`src/dash_pkg.sv`:
```
// Shared constants, types and register map for the dashboard indicator logic
// *************************************************************************
// *************************************************************************
package dash_pkg;
  // Register byte offsets
  localparam logic [11:0] OFF_CTRL = 12'h000; // Unit, hour select, blink period
  localparam logic [11:0] OFF_STATE = 12'h004; // Lamps, level, icons (read only)
  localparam logic [11:0] OFF_HOURS = 12'h008; // Shown hour counter (read only)
  localparam logic [11:0] OFF_SEGS = 12'h00c; // Segment images (read only)
  // Control field positions
  localparam int CTRL_MPH_BIT = 0;
  localparam int CTRL_SEL_LSB = 1;
  localparam int CTRL_BLINK_LSB = 8;
  // Reset values
  localparam logic [1:0] SEL_RESET = 2'h0;
  localparam logic [15:0] BLINK_RESET = 16'h0032; // Half periods in ms ticks
  localparam logic [2:0] LEVEL_TOP = 3'h4;
  // Timing
  localparam int CLK_MHZ = 100;
  localparam int TICK_US = 1000;
  localparam int TICK_CYC = CLK_MHZ * TICK_US;
  localparam int TEST_STEP_MS = 200;
  localparam int HOUR_TICKS = 3600000;
  // Charge thresholds in percent
  localparam logic [6:0] LOW_PCT = 7'h28;
  // Hour selector letters
  typedef enum logic [1:0] {SEL_KEY, SEL_SEAT, SEL_MACHINE} hour_sel_t;
  // Truck state received from the CAN front end
  typedef struct packed {
    logic [6:0] charge_pct; // Residual charge 0..100
    logic any_alarm;
    logic heatsink_alarm; // power_stage_heatsink overtemperature
    logic low_charge_alarm;
    logic seat;
    logic handbrake;
    logic key;
    logic soft_mode;
    logic fwd;
    logic rev;
    logic running;
    logic traction_work;
    logic pump_work;
    logic [7:0] accel; // 0 minimum, 255 maximum
    logic [7:0] steer; // 0 full left, 255 full right
    logic [11:0] speed_kmh10; // Tenths of km/h
  } truck_t;
  // Display image
  typedef struct packed {
    logic [4:0] lamps; // Charge, fault, temp, seat, brake
    logic [9:0] charge_seg;
    logic batt_icon;
    logic [2:0] level;
    logic turtle;
    logic [7:0] letter; // ASCII K/S/M
    logic [7:0] accel_seg;
    logic [11:0] speed;
    logic [8:0] steer_seg;
    logic arrow_up;
    logic arrow_dn;
    logic dot;
  } disp_t;
endpackage

```
`src/dash_ind.sv`:
```
// Dashboard lamp and segment driver with APB register access
module dash_ind #(
  parameter int TICK_DIV = dash_pkg::TICK_CYC,
  parameter int HOUR_DIV = dash_pkg::HOUR_TICKS
) (
  input wire logic pclk,
  input wire logic presetn,
  input wire logic psel,
  input wire logic penable,
  input wire logic pwrite,
  input wire logic [11:0] paddr,
  input wire logic [31:0] pwdata,
  output logic [31:0] prdata,
  output logic pready,
  output logic pslverr,
  input wire dash_pkg::truck_t truck,
  input wire logic button_pin,
  output dash_pkg::disp_t disp,
  output logic [2:0] level_tx,
  output logic level_tx_stb
);
  import dash_pkg::*;

  // Dividers below two would hold the enables high on every cycle
  if (TICK_DIV < 2 || HOUR_DIV < 2) begin : g_bad_div
    $error("dash_ind: dividers too small");
  end

  // *********************************************************************
  // Timebase
  // *********************************************************************
  logic [31:0] tick_cnt_q; // Millisecond divider
  logic tick; // One-cycle ms enable
  assign tick = (tick_cnt_q == 32'(TICK_DIV - 1));

  // Millisecond enable divider
  always_ff @(posedge pclk or negedge presetn) begin
    if (!presetn) begin
      tick_cnt_q <= 32'h0;
    end else if (tick) begin
      tick_cnt_q <= 32'h0;
    end else begin
      tick_cnt_q <= tick_cnt_q + 32'h1;
    end
  end

  // *********************************************************************
  // Registers
  // *********************************************************************
  logic mph_q; // Speed unit select
  hour_sel_t sel_q; // Hour counter shown
  logic [15:0] blink_half_q; // Blink half period, ms
  logic wr_en;
  assign wr_en = psel && penable && pwrite;
  assign pready = 1'b1; // Zero wait states
  assign pslverr = 1'b0;

  // Control register writes
  always_ff @(posedge pclk or negedge presetn) begin
    if (!presetn) begin
      mph_q <= 1'b0;
      sel_q <= hour_sel_t'(SEL_RESET);
      blink_half_q <= BLINK_RESET;
    end else if (wr_en && paddr == OFF_CTRL) begin
      mph_q <= pwdata[CTRL_MPH_BIT];
      // Code 3 is unused; fall back to key hours
      if (pwdata[CTRL_SEL_LSB +: 2] == 2'h3) begin
        sel_q <= SEL_KEY;
      end else begin
        sel_q <= hour_sel_t'(pwdata[CTRL_SEL_LSB +: 2]);
      end
      // Zero would freeze blinking; clamp to one
      blink_half_q <= (pwdata[CTRL_BLINK_LSB +: 16] == 16'h0) ? 16'h1
                      : pwdata[CTRL_BLINK_LSB +: 16];
    end
  end

  // *********************************************************************
  // Blink timebase
  // *********************************************************************
  logic [15:0] blink_cnt_q;
  logic blink_q; // Shared phase, high = on
  always_ff @(posedge pclk or negedge presetn) begin
    if (!presetn) begin
      blink_cnt_q <= 16'h0;
      blink_q <= 1'b0;
    end else if (tick) begin
      if (blink_cnt_q >= blink_half_q - 16'h1) begin
        blink_cnt_q <= 16'h0;
        blink_q <= ~blink_q;
      end else begin
        blink_cnt_q <= blink_cnt_q + 16'h1;
      end
    end
  end

  // *********************************************************************
  // Pin synchroniser and button edge
  // *********************************************************************
  logic btn_s1_q;
  logic btn_s2_q;
  logic btn_s3_q; // Previous synced level for edge
  always_ff @(posedge pclk or negedge presetn) begin
    if (!presetn) begin
      btn_s1_q <= 1'b0;
      btn_s2_q <= 1'b0;
      btn_s3_q <= 1'b0;
    end else begin
      btn_s1_q <= button_pin;
      btn_s2_q <= btn_s1_q;
      btn_s3_q <= btn_s2_q;
    end
  end
  logic press;
  assign press = btn_s2_q && !btn_s3_q;

  // *********************************************************************
  // Performance level
  // *********************************************************************
  logic [2:0] level_q;
  always_ff @(posedge pclk or negedge presetn) begin
    if (!presetn) begin
      level_q <= LEVEL_TOP;
    end else if (press) begin
      level_q <= (level_q == 3'h1) ? LEVEL_TOP : level_q - 3'h1;
    end
  end

  always_ff @(posedge pclk or negedge presetn) begin
    if (!presetn) begin
      level_tx_stb <= 1'b0;
      level_tx <= LEVEL_TOP;
    end else begin
      level_tx_stb <= press;
      if (press) begin
        level_tx <= (level_q == 3'h1) ? LEVEL_TOP : level_q - 3'h1;
      end
    end
  end

  // *********************************************************************
  // Lamp self-test on key closing
  // *********************************************************************
  typedef enum logic [1:0] {T_IDLE, T_ON, T_OFF} test_st_t;
  test_st_t test_q;
  logic [2:0] test_idx_q; // Lamp under test
  logic [15:0] test_ms_q;
  logic key_d_q; // Previous key level
  // one lamp on then off in turn
  always_ff @(posedge pclk or negedge presetn) begin
    if (!presetn) begin
      test_q <= T_IDLE;
      test_idx_q <= 3'h0;
      test_ms_q <= 16'h0;
      key_d_q <= 1'b0;
    end else begin
      key_d_q <= truck.key;
      case (test_q)
        T_IDLE: begin
          if (truck.key && !key_d_q) begin
            test_q <= T_ON;
            test_idx_q <= 3'h0;
            test_ms_q <= 16'h0;
          end
        end
        T_ON, T_OFF: begin
          if (tick) begin
            if (test_ms_q == 16'(TEST_STEP_MS - 1)) begin
              test_ms_q <= 16'h0;
              if (test_q == T_ON) begin
                test_q <= T_OFF;
              end else if (test_idx_q == 3'h4) begin
                test_q <= T_IDLE;
              end else begin
                test_q <= T_ON;
                test_idx_q <= test_idx_q + 3'h1;
              end
            end else begin
              test_ms_q <= test_ms_q + 16'h1;
            end
          end
        end
        default: test_q <= T_IDLE;
      endcase
    end
  end

  // *********************************************************************
  // Hour counters
  // *********************************************************************
  logic [31:0] ms_acc_q [3]; // Millisecond accumulators per counter
  logic [19:0] hours_q [3];
  logic [2:0] count_en;
  assign count_en = {truck.traction_work || truck.pump_work, truck.seat, truck.key};
  // One counter per hour source
  for (genvar g = 0; g < 3; g++) begin : g_hours
    always_ff @(posedge pclk or negedge presetn) begin
      if (!presetn) begin
        ms_acc_q[g] <= 32'h0;
        hours_q[g] <= 20'h0;
      end else if (tick && count_en[g]) begin
        if (ms_acc_q[g] == 32'(HOUR_DIV - 1)) begin
          ms_acc_q[g] <= 32'h0;
          hours_q[g] <= hours_q[g] + 20'h1;
        end else begin
          ms_acc_q[g] <= ms_acc_q[g] + 32'h1;
        end
      end
    end
  end

  // *********************************************************************
  // Display image
  // *********************************************************************
  disp_t img;
  logic low_chg;
  logic [3:0] steer_pos;
  logic [10:0] accel_n; // Segments lit, 1..8
  logic [19:0] speed_full; // Converted speed
  assign low_chg = truck.charge_pct <= LOW_PCT;
  assign steer_pos = 4'((12'(truck.steer) * 12'd9) >> 8);
  assign accel_n = 11'((11'(truck.accel) * 11'd7 + 11'd127) / 11'd255) + 11'd1;
  // mph = km/h * 159 / 256 approximately (ratio 0.621)
  assign speed_full = mph_q ? ((20'(truck.speed_kmh10) * 20'd159) >> 8)
                            : 20'(truck.speed_kmh10);

  // Combinational segment image
  always_comb begin
    img = '0;
    img.lamps[4] = low_chg;
    img.lamps[3] = truck.any_alarm && blink_q;
    img.lamps[2] = truck.heatsink_alarm && blink_q;
    img.lamps[1] = truck.seat;
    img.lamps[0] = truck.handbrake;
    if (test_q != T_IDLE) begin
      img.lamps = '0;
      img.lamps[3'h4 - test_idx_q] = (test_q == T_ON);
    end
    // one segment per ten percent, blinking when low
    for (int i = 0; i < 10; i++) begin
      img.charge_seg[i] = (truck.charge_pct > 7'(i * 10)) && (!low_chg || blink_q);
    end
    img.batt_icon = !truck.low_charge_alarm || blink_q;
    img.level = level_q;
    img.turtle = truck.soft_mode;
    case (sel_q)
      SEL_SEAT: img.letter = 8'h53;
      SEL_MACHINE: img.letter = 8'h4d;
      default: img.letter = 8'h4b;
    endcase
    for (int i = 0; i < 8; i++) begin
      img.accel_seg[i] = accel_n > 11'(i);
    end
    img.speed = speed_full[11:0];
    img.steer_seg[steer_pos] = 1'b1;
    img.arrow_up = truck.running && truck.fwd;
    img.arrow_dn = truck.running && truck.rev && !truck.fwd;
    img.dot = !img.arrow_up && !img.arrow_dn;
  end

  always_ff @(posedge pclk or negedge presetn) begin
    if (!presetn) begin
      disp <= '0;
      disp.level <= LEVEL_TOP;
    end else begin
      disp <= img;
    end
  end

  // *********************************************************************
  // Read data
  // *********************************************************************
  logic [31:0] rd_d;
  always_comb begin
    if (paddr == OFF_CTRL) begin
      rd_d = {8'h0, blink_half_q, 5'h0, 2'(sel_q), mph_q};
    end else if (paddr == OFF_STATE) begin
      rd_d = {20'h0, 2'(test_q), disp.turtle, disp.level, disp.batt_icon, disp.lamps};
    end else if (paddr == OFF_HOURS) begin
      rd_d = {12'h0, hours_q[sel_q]};
    end else if (paddr == OFF_SEGS) begin
      rd_d = {5'h0, disp.steer_seg, disp.accel_seg, disp.charge_seg};
    end else begin
      rd_d = 32'h0;
    end
  end
  always_ff @(posedge pclk or negedge presetn) begin
    if (!presetn) begin
      prdata <= 32'h0;
    end else if (psel && !penable && !pwrite) begin
      prdata <= rd_d;
    end
  end

  // *********************************************************************
  // Checks
  // *********************************************************************
  chk_charge_lamp: assert property (@(posedge pclk) disable iff (!presetn)
    (test_q == T_IDLE) ##1 (test_q == T_IDLE) |-> disp.lamps[4] == $past(low_chg))
    else $error("charge lamp wrong");
  chk_fault_dark: assert property (@(posedge pclk) disable iff (!presetn)
    $past(!truck.any_alarm && test_q == T_IDLE) && test_q == T_IDLE |-> !disp.lamps[3])
    else $error("fault lamp lit without alarm");
  chk_seat_lamp: assert property (@(posedge pclk) disable iff (!presetn)
    $past(test_q == T_IDLE) && test_q == T_IDLE |-> disp.lamps[1] == $past(truck.seat))
    else $error("seat lamp wrong");
  chk_level_step: assert property (@(posedge pclk) disable iff (!presetn)
    press && level_q == 3'h3 |=> level_q == 3'h2)
    else $error("level not stepped");
  chk_level_send: assert property (@(posedge pclk) disable iff (!presetn)
    press |=> level_tx_stb && level_tx == level_q)
    else $error("level not sent");
  chk_steer_onehot: assert property (@(posedge pclk) disable iff (!presetn)
    $past(presetn) |-> $onehot(disp.steer_seg))
    else $error("steering not one-hot");
  chk_accel_min: assert property (@(posedge pclk) disable iff (!presetn)
    $past(truck.accel) == 8'h0 && $past(presetn) |-> disp.accel_seg == 8'h01)
    else $error("accel minimum wrong");
  chk_arrow_dot: assert property (@(posedge pclk) disable iff (!presetn)
    $past(!truck.running) && $past(presetn) |-> disp.dot && !disp.arrow_up)
    else $error("dot missing when stopped");
  chk_test_start: assert property (@(posedge pclk) disable iff (!presetn)
    test_q == T_IDLE && truck.key && !key_d_q |=> test_q == T_ON ##1 disp.lamps == 5'h10)
    else $error("self-test did not start");
endmodule

```
`config.mk`:
```
export PLATFORM = sky130hd
export DESIGN_NAME = dash_ind
export DESIGN_NICKNAME = d
export VERILOG_FILES = /design/src/dash_pkg.sv /design/src/dash_ind.sv
export SDC_FILE = /design/constraint.sdc
export NUM_CORES = 1
export LEC_CHECK = 0
export ABC_CLOCK_PERIOD_IN_PS = 5100
export BUFFER_PORTS_ARGS = -buffer_cell sky130_fd_sc_hd__buf_2
export CORE_UTILIZATION = 47
export CTS_CLUSTER_DIAMETER = 200
export DETAILED_ROUTE_END_ITERATION = 6
export PLACE_DENSITY = 0.77
export SYNTH_ARGS = -nofsm -noshare
export SYNTH_HDL_FRONTEND = slang
export SYNTH_SLANG_ARGS = --single-unit
```
`constraint.sdc`:
```
create_clock -name pclk -period 5.1 [get_ports pclk]
set_input_delay 1.02 -clock pclk [delete_from_list [all_inputs] [get_ports pclk]]
set_output_delay 1.02 -clock pclk [all_outputs]
set_load 0.01 [all_outputs]
```
==> Word-level counts from Yosys, hierarchy flattened <==
Index checks and enable logic that the tools add are counted.
{ "totals": {"elab_cells": 192, "latchBits": 0, "ram_bits": 0, "mem_bits_ro": 0, "n_memories": 0, "reg_bits": 345, "out_inout_bits": 98} }
{ "op_classes": {"addsub": 15, "magnitude_cmp": 25, "n_mul": 3, "n_bitwise": 3, "mux": 38, "eq_ne": 20, "shifts": 0, "n_reduce_logical": 53, "n_div": 1} }
{ "ops": {"columns": ["operator", "count"], "rows": [
  ["2-to-1 mux 32 bit", 6],
  ["adder 32 x 1 -> 32 bit, second input constant", 4],
  ["equality test 32 x 22 -> 1 bit, second input constant", 3],
  ["2-to-1 mux 16 bit", 5],
  ["adder 20 x 1 -> 20 bit, second input constant", 3],
  ["2-to-1 mux 27 bit", 2],
  ["> comparator 11 x 3 -> 1 bit, second input constant", 4],
  ["binary-select mux 20 bit (select 2 bit)", 1],
  ["2-to-1 mux 20 bit", 2],
  ["adder 16 x 1 -> 16 bit, second input constant", 2],
  ["equality test 32 x 17 -> 1 bit, second input constant", 1],
  ["one-hot mux 16 bit (2 select lines)", 1],
  ["logical AND 1 bit", 28],
  ["equality test 12 x 4 -> 1 bit, second input constant", 2],
  ["> comparator 11 x 1 -> 1 bit, second input constant", 2],
  ["> comparator 11 x 2 -> 1 bit, second input constant", 2],
  ["> comparator 7 x 6 -> 1 bit, second input constant", 3],
  ["> comparator 7 bit, second input constant", 3],
  ["multiplier 12 x 8 -> 20 bit, second input constant", 1],
  ["2-to-1 mux 3 bit", 6],
  ["equality test 16 x 8 -> 1 bit, second input constant", 1],
  [">= comparator 16 bit", 1],
  ["logical NOT 16 bit", 1],
  ["subtractor 16 x 1 -> 16 bit, second input constant", 1],
  ["44 further kinds", 73]
]} }

==> Logic depth before layout (Yosys ltp) <==
Gate-level depths: netlist of the first run.
{ "logic_depth": {"depth_word": 7, "mapped_depth": 25} }

==> Worst setup path before layout of the first run <==
Ideal clock, no wire load.
{ "synth_path": {"path_type": "input to register", "from": "input port truck[20] (netlist name)", "to": "register disp[31] (netlist name)", "path_buffers": 1, "setup_time_ns": 0.104, "arrival_time_ns": 5.892, "path_stages": 22, "slack_ns": -0.895, "path_cell_list": "buf_4 inv_1 ha_1 xnor2_1 xnor2_1 fa_1 a211oi_2 nor2_1 nor4_4 nor4b_4 a21boi_4 nand2b_1 nand3_1 o21ai_0 ha_1 nand3_1 o41a_1 a31oi_4 o21bai_4 ha_1 or2b_1 o311ai_1"} }
{ "synth_lines": {"columns": ["item", "line_no", "text"], "rows": [
  ["start: declaration", "dash_ind.sv:16", "input wire dash_pkg::truck_t truck,"],
  ["end signal: assignment", "dash_ind.sv:266", "disp <= img;"],
  ["end: declaration", "dash_ind.sv:18", "output dash_pkg::disp_t disp,"]
]} }

==> metrics.md, run 1 <==
| Metric | Value |
|---|---|
| Run status | `finished, violations left` |
| Failing checks | `setup timing` |
| Final worst setup slack | `-0.07786 ns` |
| CTS sink cnt | `337` |
| FF-to-FF End | `blink_q$_DFFE_PN0P_` |
| Final setup vio count | `5` |
| Sw power | `2.550 mW` |
| Instance area after placement | `21650 um2` |
| Yosys cell types | `94` |
| Skew final | `0.02159 ns` |
| Post-Place Worst Slack | `-0.5986 ns` |
| Placed cells | `2681` |
| Clk_lat worst skew | `0.55 ns` |
| Final worst path period share | `101.5%` |
| CP Capture Type | `register` |
| Post-Route WL | `45280 um` |
| DP HPWL | `33650 um` |
| GRT overflow | `0` |
| Initial antenna violation count | `7` |
| Multi-input gate area | `10670 um2` |
| Clock power share | `34.0%` |
| Clk slew on worst S/H paths | `0.06 ns` |
| Longest Clk Path Bufs | `3` |
| Combinational Power Share | `30.5%` |
| Worst Setup EP | `disp[31]$_DFF_PN0_` |
| Max_slew headroom | `22.24%` |
| Total CTS buffers | `38` |
| Syn Area/Cell | `9.991 um2` |
| Worst Path Max Fanout | `5` |
| Leakage | `11.07 nW` |
| Most common cell after layout, fill and taps aside | `dfrtp_1` |
| Area Growth Syn to Fin | `18.14%` |
| Mapped Area | `19530 um2` |
| CP max-delay cell | `fa_1` |
| MaxCap Viol Count | `0` |
| Root buffer selected by CTS | `clkbuf_16` |
| WP buf/inv | `4` |
| Routability cong. | `0.8762` |
| Number of global-route vias before repair | `14879` |
| Largest net degree at the start of global routing | `113` |
| Worst Max-Slew Pin Slew | `1.166 ns` |
| RR Startpoint | `blink_half_q[3]$_DFFE_PN0P_` |
| Register-to-register setup slack | `1.01 ns` |
| Layout Nets | `2444` |
| Prevailing post-synth register cell | `dfrtp_1` |
| Maximum clock rate | `193.1 MHz` |
| Pwr Density | `352.7 nW/um2` |
| Core ar. | `40920 um2` |
| Vias per inst | `5.459` |
| Port Buffer Count | `172` |
| ANT nets after route | `0` |
| First-pass DRT Iterations | `5` |
| Layout cells sized above 1 | `19.61%` |
| Hold buffer count at CTS | `0` |
| CTS HTree Levels | `2` |
| Avg WL per Cell | `16.42 um` |
| Worst reg-to-reg path cell count | `14` |
| DR iter-0 viols | `1088` |
| CP arrival | `5.63 ns` |
| Synth async-reset ratio | `100.0%` |
| CP Launch Point | `truck[22]` |
| Seq. cell area | `8439 um2` |
| Critical path depth | `19` |
| Fin util | `56.39%` |
| Die outline height | `205.9 um` |
| Final slew viol count | `0` |
| Worst vdd ir | `0.2713 mV` |
| GRT Total Usage | `21.64%` |
| EDFF count, synth | `0` |
| Pint | `5.589 mW` |
| Placement Rows | `74` |
| # DRC | `0` |
| Final hold violation count | `0` |
| Syn Inst Count | `1955` |
| CTS tree | `done` |
| WHS | `0.3729 ns` |
| Design Area, Final | `23080 um2` |
| Die Wd | `205.9 um` |
| Min cycle time layout | `5.178 ns` |
| Starting Density | `47.73%` |
| RSZ-0062 raised after global routing | `yes` |
| Critical path's top delay family | `compound AO/OA/AOI/OAI gates` |
| Vias | `15057` |
| Sequential Power Share | `35.4%` |
| Crit path largest cell delay | `0.51 ns` |
| CP required | `5.55 ns` |
| Num ports | `195` |
| Die Area | `42380 um2` |
| Setup crit start kind | `primary input` |
| Most frequent cells in the layout | `dfrtp_1, nand2_1, nor2_1` |
| CP cell instances | `buf_6, clkinvlp_4, ha_4, fa_1, inv_2, ha_4, nand4_1, a31oi_4, mux2i_4, a21boi_4, nand2b_4, or4_4, a2111oi_4, a31oi_4, o21bai_4, inv_2, ha_2, or2b_1, o311ai_2` |
| Critical path class | `primary input to register` |
| Seq/Total Area, Yosys | `43.21%` |
| Number of non-filler instances in the completed layout | `2758` |
| Hold Crit Class | `register to register` |
| #FFs+latches synth | `337` |
| Global-route wire length before repair | `74060 um` |
| Filler cell count | `3447` |
| Ys Warns | `0` |
| Sw Share | `31.33%` |
==> cells in the mapped netlist (23+ instances only) <==
| cell type | instances | area share [%] |
|---|---|---|
| nor4_1 | 29 | 0.93 |
| clkbuf_1 | 47 | 0.90 |
| and3_1 | 43 | 1.4 |
| mux2_2 | 29 | 1.7 |
| nor3_1 | 31 | 0.79 |
| dfrtp_1 | 332 | 43 |
| a21oi_1 | 51 | 1.3 |
| inv_1 | 123 | 2.4 |
| ha_1 | 108 | 6.9 |
| o21ai_0 | 80 | 2.0 |
| mux2i_1 | 25 | 1.3 |
| nand2_1 | 203 | 3.9 |
| xor2_1 | 99 | 4.4 |
| nand3_1 | 90 | 2.3 |
| nand4_1 | 49 | 1.6 |
| nand2b_1 | 23 | 0.74 |
| nor2_1 | 175 | 3.4 |
| fa_1 | 44 | 4.5 |
| xnor2_1 | 127 | 5.7 |
==> per-layer routing <==
metal  routed length [um]  vias to the layer above  track usage, %
met5                   27                        -               0
met4                 1186                        4           6.985
met3                 2215                       85           3.974
met2                22480                      356           36.75
met1                19370                     7431           27.87
li1                     -                     7181               -
==> worst min-delay path by stage <==
stage | start | endpoint | slack [ns] | depth (start not counted)
after floorplan | btn_s1_q$_DFF_PN0_ | btn_s2_q$_DFF_PN0_ | 0.33 | 0
after global placement | btn_s1_q$_DFF_PN0_ | btn_s2_q$_DFF_PN0_ | 0.33 | 0
after detailed placement | btn_s2_q$_DFF_PN0_ | btn_s3_q$_DFF_PN0_ | 0.36 | 0
after CTS | btn_s2_q$_DFF_PN0_ | btn_s3_q$_DFF_PN0_ | 0.38 | 0
after global routing | btn_s2_q$_DFF_PN0_ | btn_s3_q$_DFF_PN0_ | 0.38 | 0
final | btn_s2_q$_DFF_PN0_ | btn_s3_q$_DFF_PN0_ | 0.37 | 0
==> power by group through the flow <==
stage	sequential (mW)	clock, mW	combinational, mW
floorplan	2.93	0	1.55
global placement	2.92	0	2.27
detailed placement	2.93	0	2.36
CTS	2.88	2.82	2.38
global route	2.89	2.93	2.78
finish	2.88	2.77	2.49
==> area by class of cell <==
type	count	share of cell area [%]
repair buffers	260	6.788
multi-input cells	1435	46.22
diodes	3	0.03253
clock buffers	55	4.750
well taps	532	2.885
flip-flops and latches	337	36.57
clock inverters	13	0.7157
inverters	123	2.033
==> per-stage QoR <==
step	power [mW]	TNS, ns
floorplan	4.483	-1.858
global placement	5.191	-2.794
detailed placement	5.292	-4.144
CTS	8.086	0
global route	8.596	-1.095
finish	8.139	-0.3475
==> worst register-to-register path: stages, from the launching register on <==
cell and delay, ns:
dfrtp_1 0.48, or4_1 0.52, nor2_1 0.13, nand2_1 0.10
nor3_1 0.31, nand2b_1 0.18, nor2_1 0.15, xnor2_1 0.14
ha_1 0.26, nor2b_1 0.13, o31a_1 0.24, a311o_1 0.33
a41o_1 0.35, o21a_1 0.41, xor2_1 0.23
==> cell families after synthesis <==
family                     count (synthesis)  synth area share [%]
AOI/OAI and AO/OA                        254                 8.987
xor gates and xnor gates                 227                 10.22
buffers and inverters                    191                 4.004
DFF                                      337                 43.21
adders and majority gates                154                 11.53
other                                      2               0.03845
muxes                                     62                 3.741
and+or+nand+nor                          728                 18.28
==> repair_timing <==
action / in CTS / in global routing
setup buffers: 0 / 6
setup endpoints to repair: 4 / 7
gates cloned: 0 / 0
pin swaps: 0 / 16
gates resized for setup: 1 / 20
==> state kept, by name, indices dropped and copies added (netlist names), 3 cells and up <==
signal / count
test_idx_q: 3
prdata: 27
tick_cnt_q: 32
test_ms_q: 16
blink_half_q: 16
disp: 57
ms_acc_q: 96
blink_cnt_q: 16
level_tx: 3
hours_q: 60
Power figures use the tool's default switching activity.
==> run 2: changes to the inputs <==
ABC_CLOCK_PERIOD_IN_PS = 6100   (was 5100)
TNS_END_PERCENT = 50   (was unset)
clock period = 6.1 ns   (was 5.1 ns; I/O delays follow)
==> run 2 against run 1 <==
  * The flow now finishes without violations
  * Sequential share of layout area up 1.5 points
  * Worst setup slack better by 0.48 ns
  * Cell count down 2.5%
  * Critical path depth up 3
  * Routed wire length down 2.3%
  * First-iteration DRC count down 1.7%
  * Clock power down 23%
  * Worst hold slack worse by 0.022 ns
  * Power down 22%
  * Combinational power down 29%
  * Clock skew down 0.011 ns
  * Core utilization down 2.2 points
  * Critical path type unchanged
  * Largest power group unchanged
==> metrics.md, run 2 (synthesized netlist as in run 1, its figures left out) <==
| Metric | Value |
|---|---|
| DR iter-0 viols | `1070 (-1.7%)` |
| Port Buffer Count | `172 (unchanged)` |
| Number of non-filler instances in the completed layout | `2688 (-2.5%)` |
| Pwr Density | `284.8 nW/um2 (-19%)` |
| CTS HTree Levels | `2 (unchanged)` |
| Longest Clk Path Bufs | `3 (unchanged)` |
| Hold Crit Class | `register to register` |
| Layout cells sized above 1 | `15.31% (-4.3 points)` |
| Clk slew on worst S/H paths | `0.06 ns (about the same)` |
| Most common cell after layout, fill and taps aside | `dfrtp_1` |
| Die outline height | `205.9 um (unchanged)` |
| ANT nets after route | `0 (unchanged)` |
| Clk_lat worst skew | `0.53 ns (-0.02 ns)` |
| Vias per inst | `5.525 (+1.2%)` |
| Final setup vio count | `0 (-5)` |
| Setup crit start kind | `primary input` |
| Top reg by flops | `ms_acc_q` |
| Final worst path period share | `93.43%` |
| RSZ-0062 raised after global routing | `no` |
| Hold buffer count at CTS | `0 (unchanged)` |
| Routability cong. | `0.8770 (about the same)` |
| Die Wd | `205.9 um (unchanged)` |
| Final slew viol count | `0 (unchanged)` |
| Maximum clock rate | `175.5 MHz` |
| Number of global-route vias before repair | `14756 (-0.83%)` |
| Leakage | `10.70 nW (-3.4%)` |
| Total CTS buffers | `37 (-2.6%)` |
| Largest net degree at the start of global routing | `123 (+8.8%)` |
| Placed cells | `2625 (-2.1%)` |
| Max reg flops | `96 (unchanged)` |
| Skew final | `0.01017 ns (-0.01142 ns)` |
| MaxCap Viol Count | `0 (unchanged)` |
| Layout Nets | `2381 (-2.6%)` |
| Initial antenna violation count | `3 (-4)` |
| Area Growth Syn to Fin | `13.50%` |
| Filler cell count | `3541 (+2.7%)` |
| Starting Density | `47.73% (unchanged)` |
| PnR Total Power | `6.314 mW (-22%)` |
| Final hold violation count | `0 (unchanged)` |
| CTS tree | `done` |
| CP required | `6.52 ns (+0.97 ns)` |
| DP HPWL | `32400 um (-3.7%)` |
| Worst Path Max Fanout | `5 (unchanged)` |
| Num ports | `195 (unchanged)` |
| Fin util | `54.17% (-2.2 points)` |
| Core ar. | `40920 um2 (unchanged)` |
| Min cycle time layout | `5.699 ns` |
| Critical path class | `primary input to register` |
| Placement Rows | `74 (unchanged)` |
| Most frequent cells in the layout | `dfrtp_1, nand2_1, nor2_1` |
| CP arrival | `6.12 ns (+0.49 ns)` |
| Post-CTS sizing | `0 (-1)` |
| Instance area after placement | `21020 um2 (-2.9%)` |
| Vias | `14852 (-1.4%)` |
| Post-Route WL | `44240 um (-2.3%)` |
| Worst vdd ir | `0.1625 mV (-40%)` |
| Root buffer selected by CTS | `clkbuf_16` |
| Regs by FF count | `ms_acc_q (96), hours_q (60), disp (57)` |
| Global-route wire length before repair | `72640 um (-1.9%)` |
| CP Capture Type | `register` |
| CTS sink cnt | `337 (unchanged)` |
| Max_slew headroom | `23.56% (+1.3 points)` |
| # DRC | `0 (unchanged)` |
| Avg WL per Cell | `16.46 um (+0.23%)` |
| GRT Total Usage | `21.14% (-0.49 points)` |
| GRT overflow | `0 (unchanged)` |
| Setup Fix Bufs, Post-CTS | `0 (unchanged)` |
| First-pass DRT Iterations | `5 (unchanged)` |
| Run status | `complete, no violations` |
| Worst Max-Slew Pin Slew | `1.147 ns (-0.01985 ns)` |
| Die Area | `42380 um2 (unchanged)` |
| Design Area, Final | `22170 um2 (-3.9%)` |
-- run 2: where the power goes --
part | internal (mW) | total (mW) | switching (mW)
Sequential | 2.33 | 2.41 | 0.0817
Combinational | 0.728 | 1.76 | 1.03
Clock | 1.25 | 2.14 | 0.894
-- run 2: metal layers --
metal | up-vias | global-route usage (%) | part of all wire, % | wire length [um]
li1 | 7049 | - | - | -
met1 | 7317 | 26.36 | 42 | 18520
met2 | 377 | 36.74 | 50 | 22060
met3 | 107 | 3.295 | 4.7 | 2062
met4 | 2 | 8.193 | 3.6 | 1576
met5 | - | 0 | 0.036 | 16
-- run 2: through the flow --
stage | hold WS, ns | worst slack (ns) | setup TNS (ns)
final | 0.3508 | 0.4007 | 0
after global routing | 0.3568 | 0.01775 | 0
after CTS | 0.3539 | 0.3874 | 0
after detailed placement | 0.3397 | -0.1578 | -0.3703
after global placement | 0.3404 | 0.01716 | 0
after floorplan | 0.3312 | 0.01567 | 0
-- run 2: worst paths after layout --
check	startpoint	end	slack (ns)	depth (start not counted)
min reg2reg	btn_s1_q$_DFF_PN0_	btn_s2_q$_DFF_PN0_	0.35	0
min	btn_s1_q$_DFF_PN0_	btn_s2_q$_DFF_PN0_	0.35	0
min in group asynchronous	presetn	ms_acc_q[15]$_DFFE_PN0P_	0.76	1
max	truck[21]	disp[31]$_DFF_PN0_	0.40	22
max reg2reg	blink_half_q[3]$_DFFE_PN0P_	blink_cnt_q[3]$_DFFE_PN0N_	2.04	15
max in group asynchronous	presetn	prdata[25]$_DFFE_PN0P_	4.20	2
-- run 2: worst max-delay path, cell delays in order --
cell and delay (ns):
buf_2 0.09, inv_1 0.07, ha_1 0.31, fa_1 0.51
inv_1 0.04, ha_1 0.37, a211oi_2 0.29, nor2_1 0.14
nor4_4 0.28, nor4b_4 0.25, a21boi_4 0.23, nand2b_1 0.19
nand3_1 0.09, o21ai_0 0.13, ha_1 0.22, nand3_1 0.10
o41a_1 0.45, a31oi_4 0.19, o21bai_4 0.11, ha_1 0.31
or2b_1 0.25, o311ai_1 0.28
-- run 2: final cells by class --
class	count	area, um2	area share [%]
tap	532	665.6	3.003
clock buffer	54	1102	4.972
multi-input combinational	1435	10360	46.73
inverter	123	461.7	2.083
sequential	337	8439	38.07
antenna	1	2.502	0.01129
clock inverter	8	47.55	0.2145
timing repair buffer	198	1091	4.922
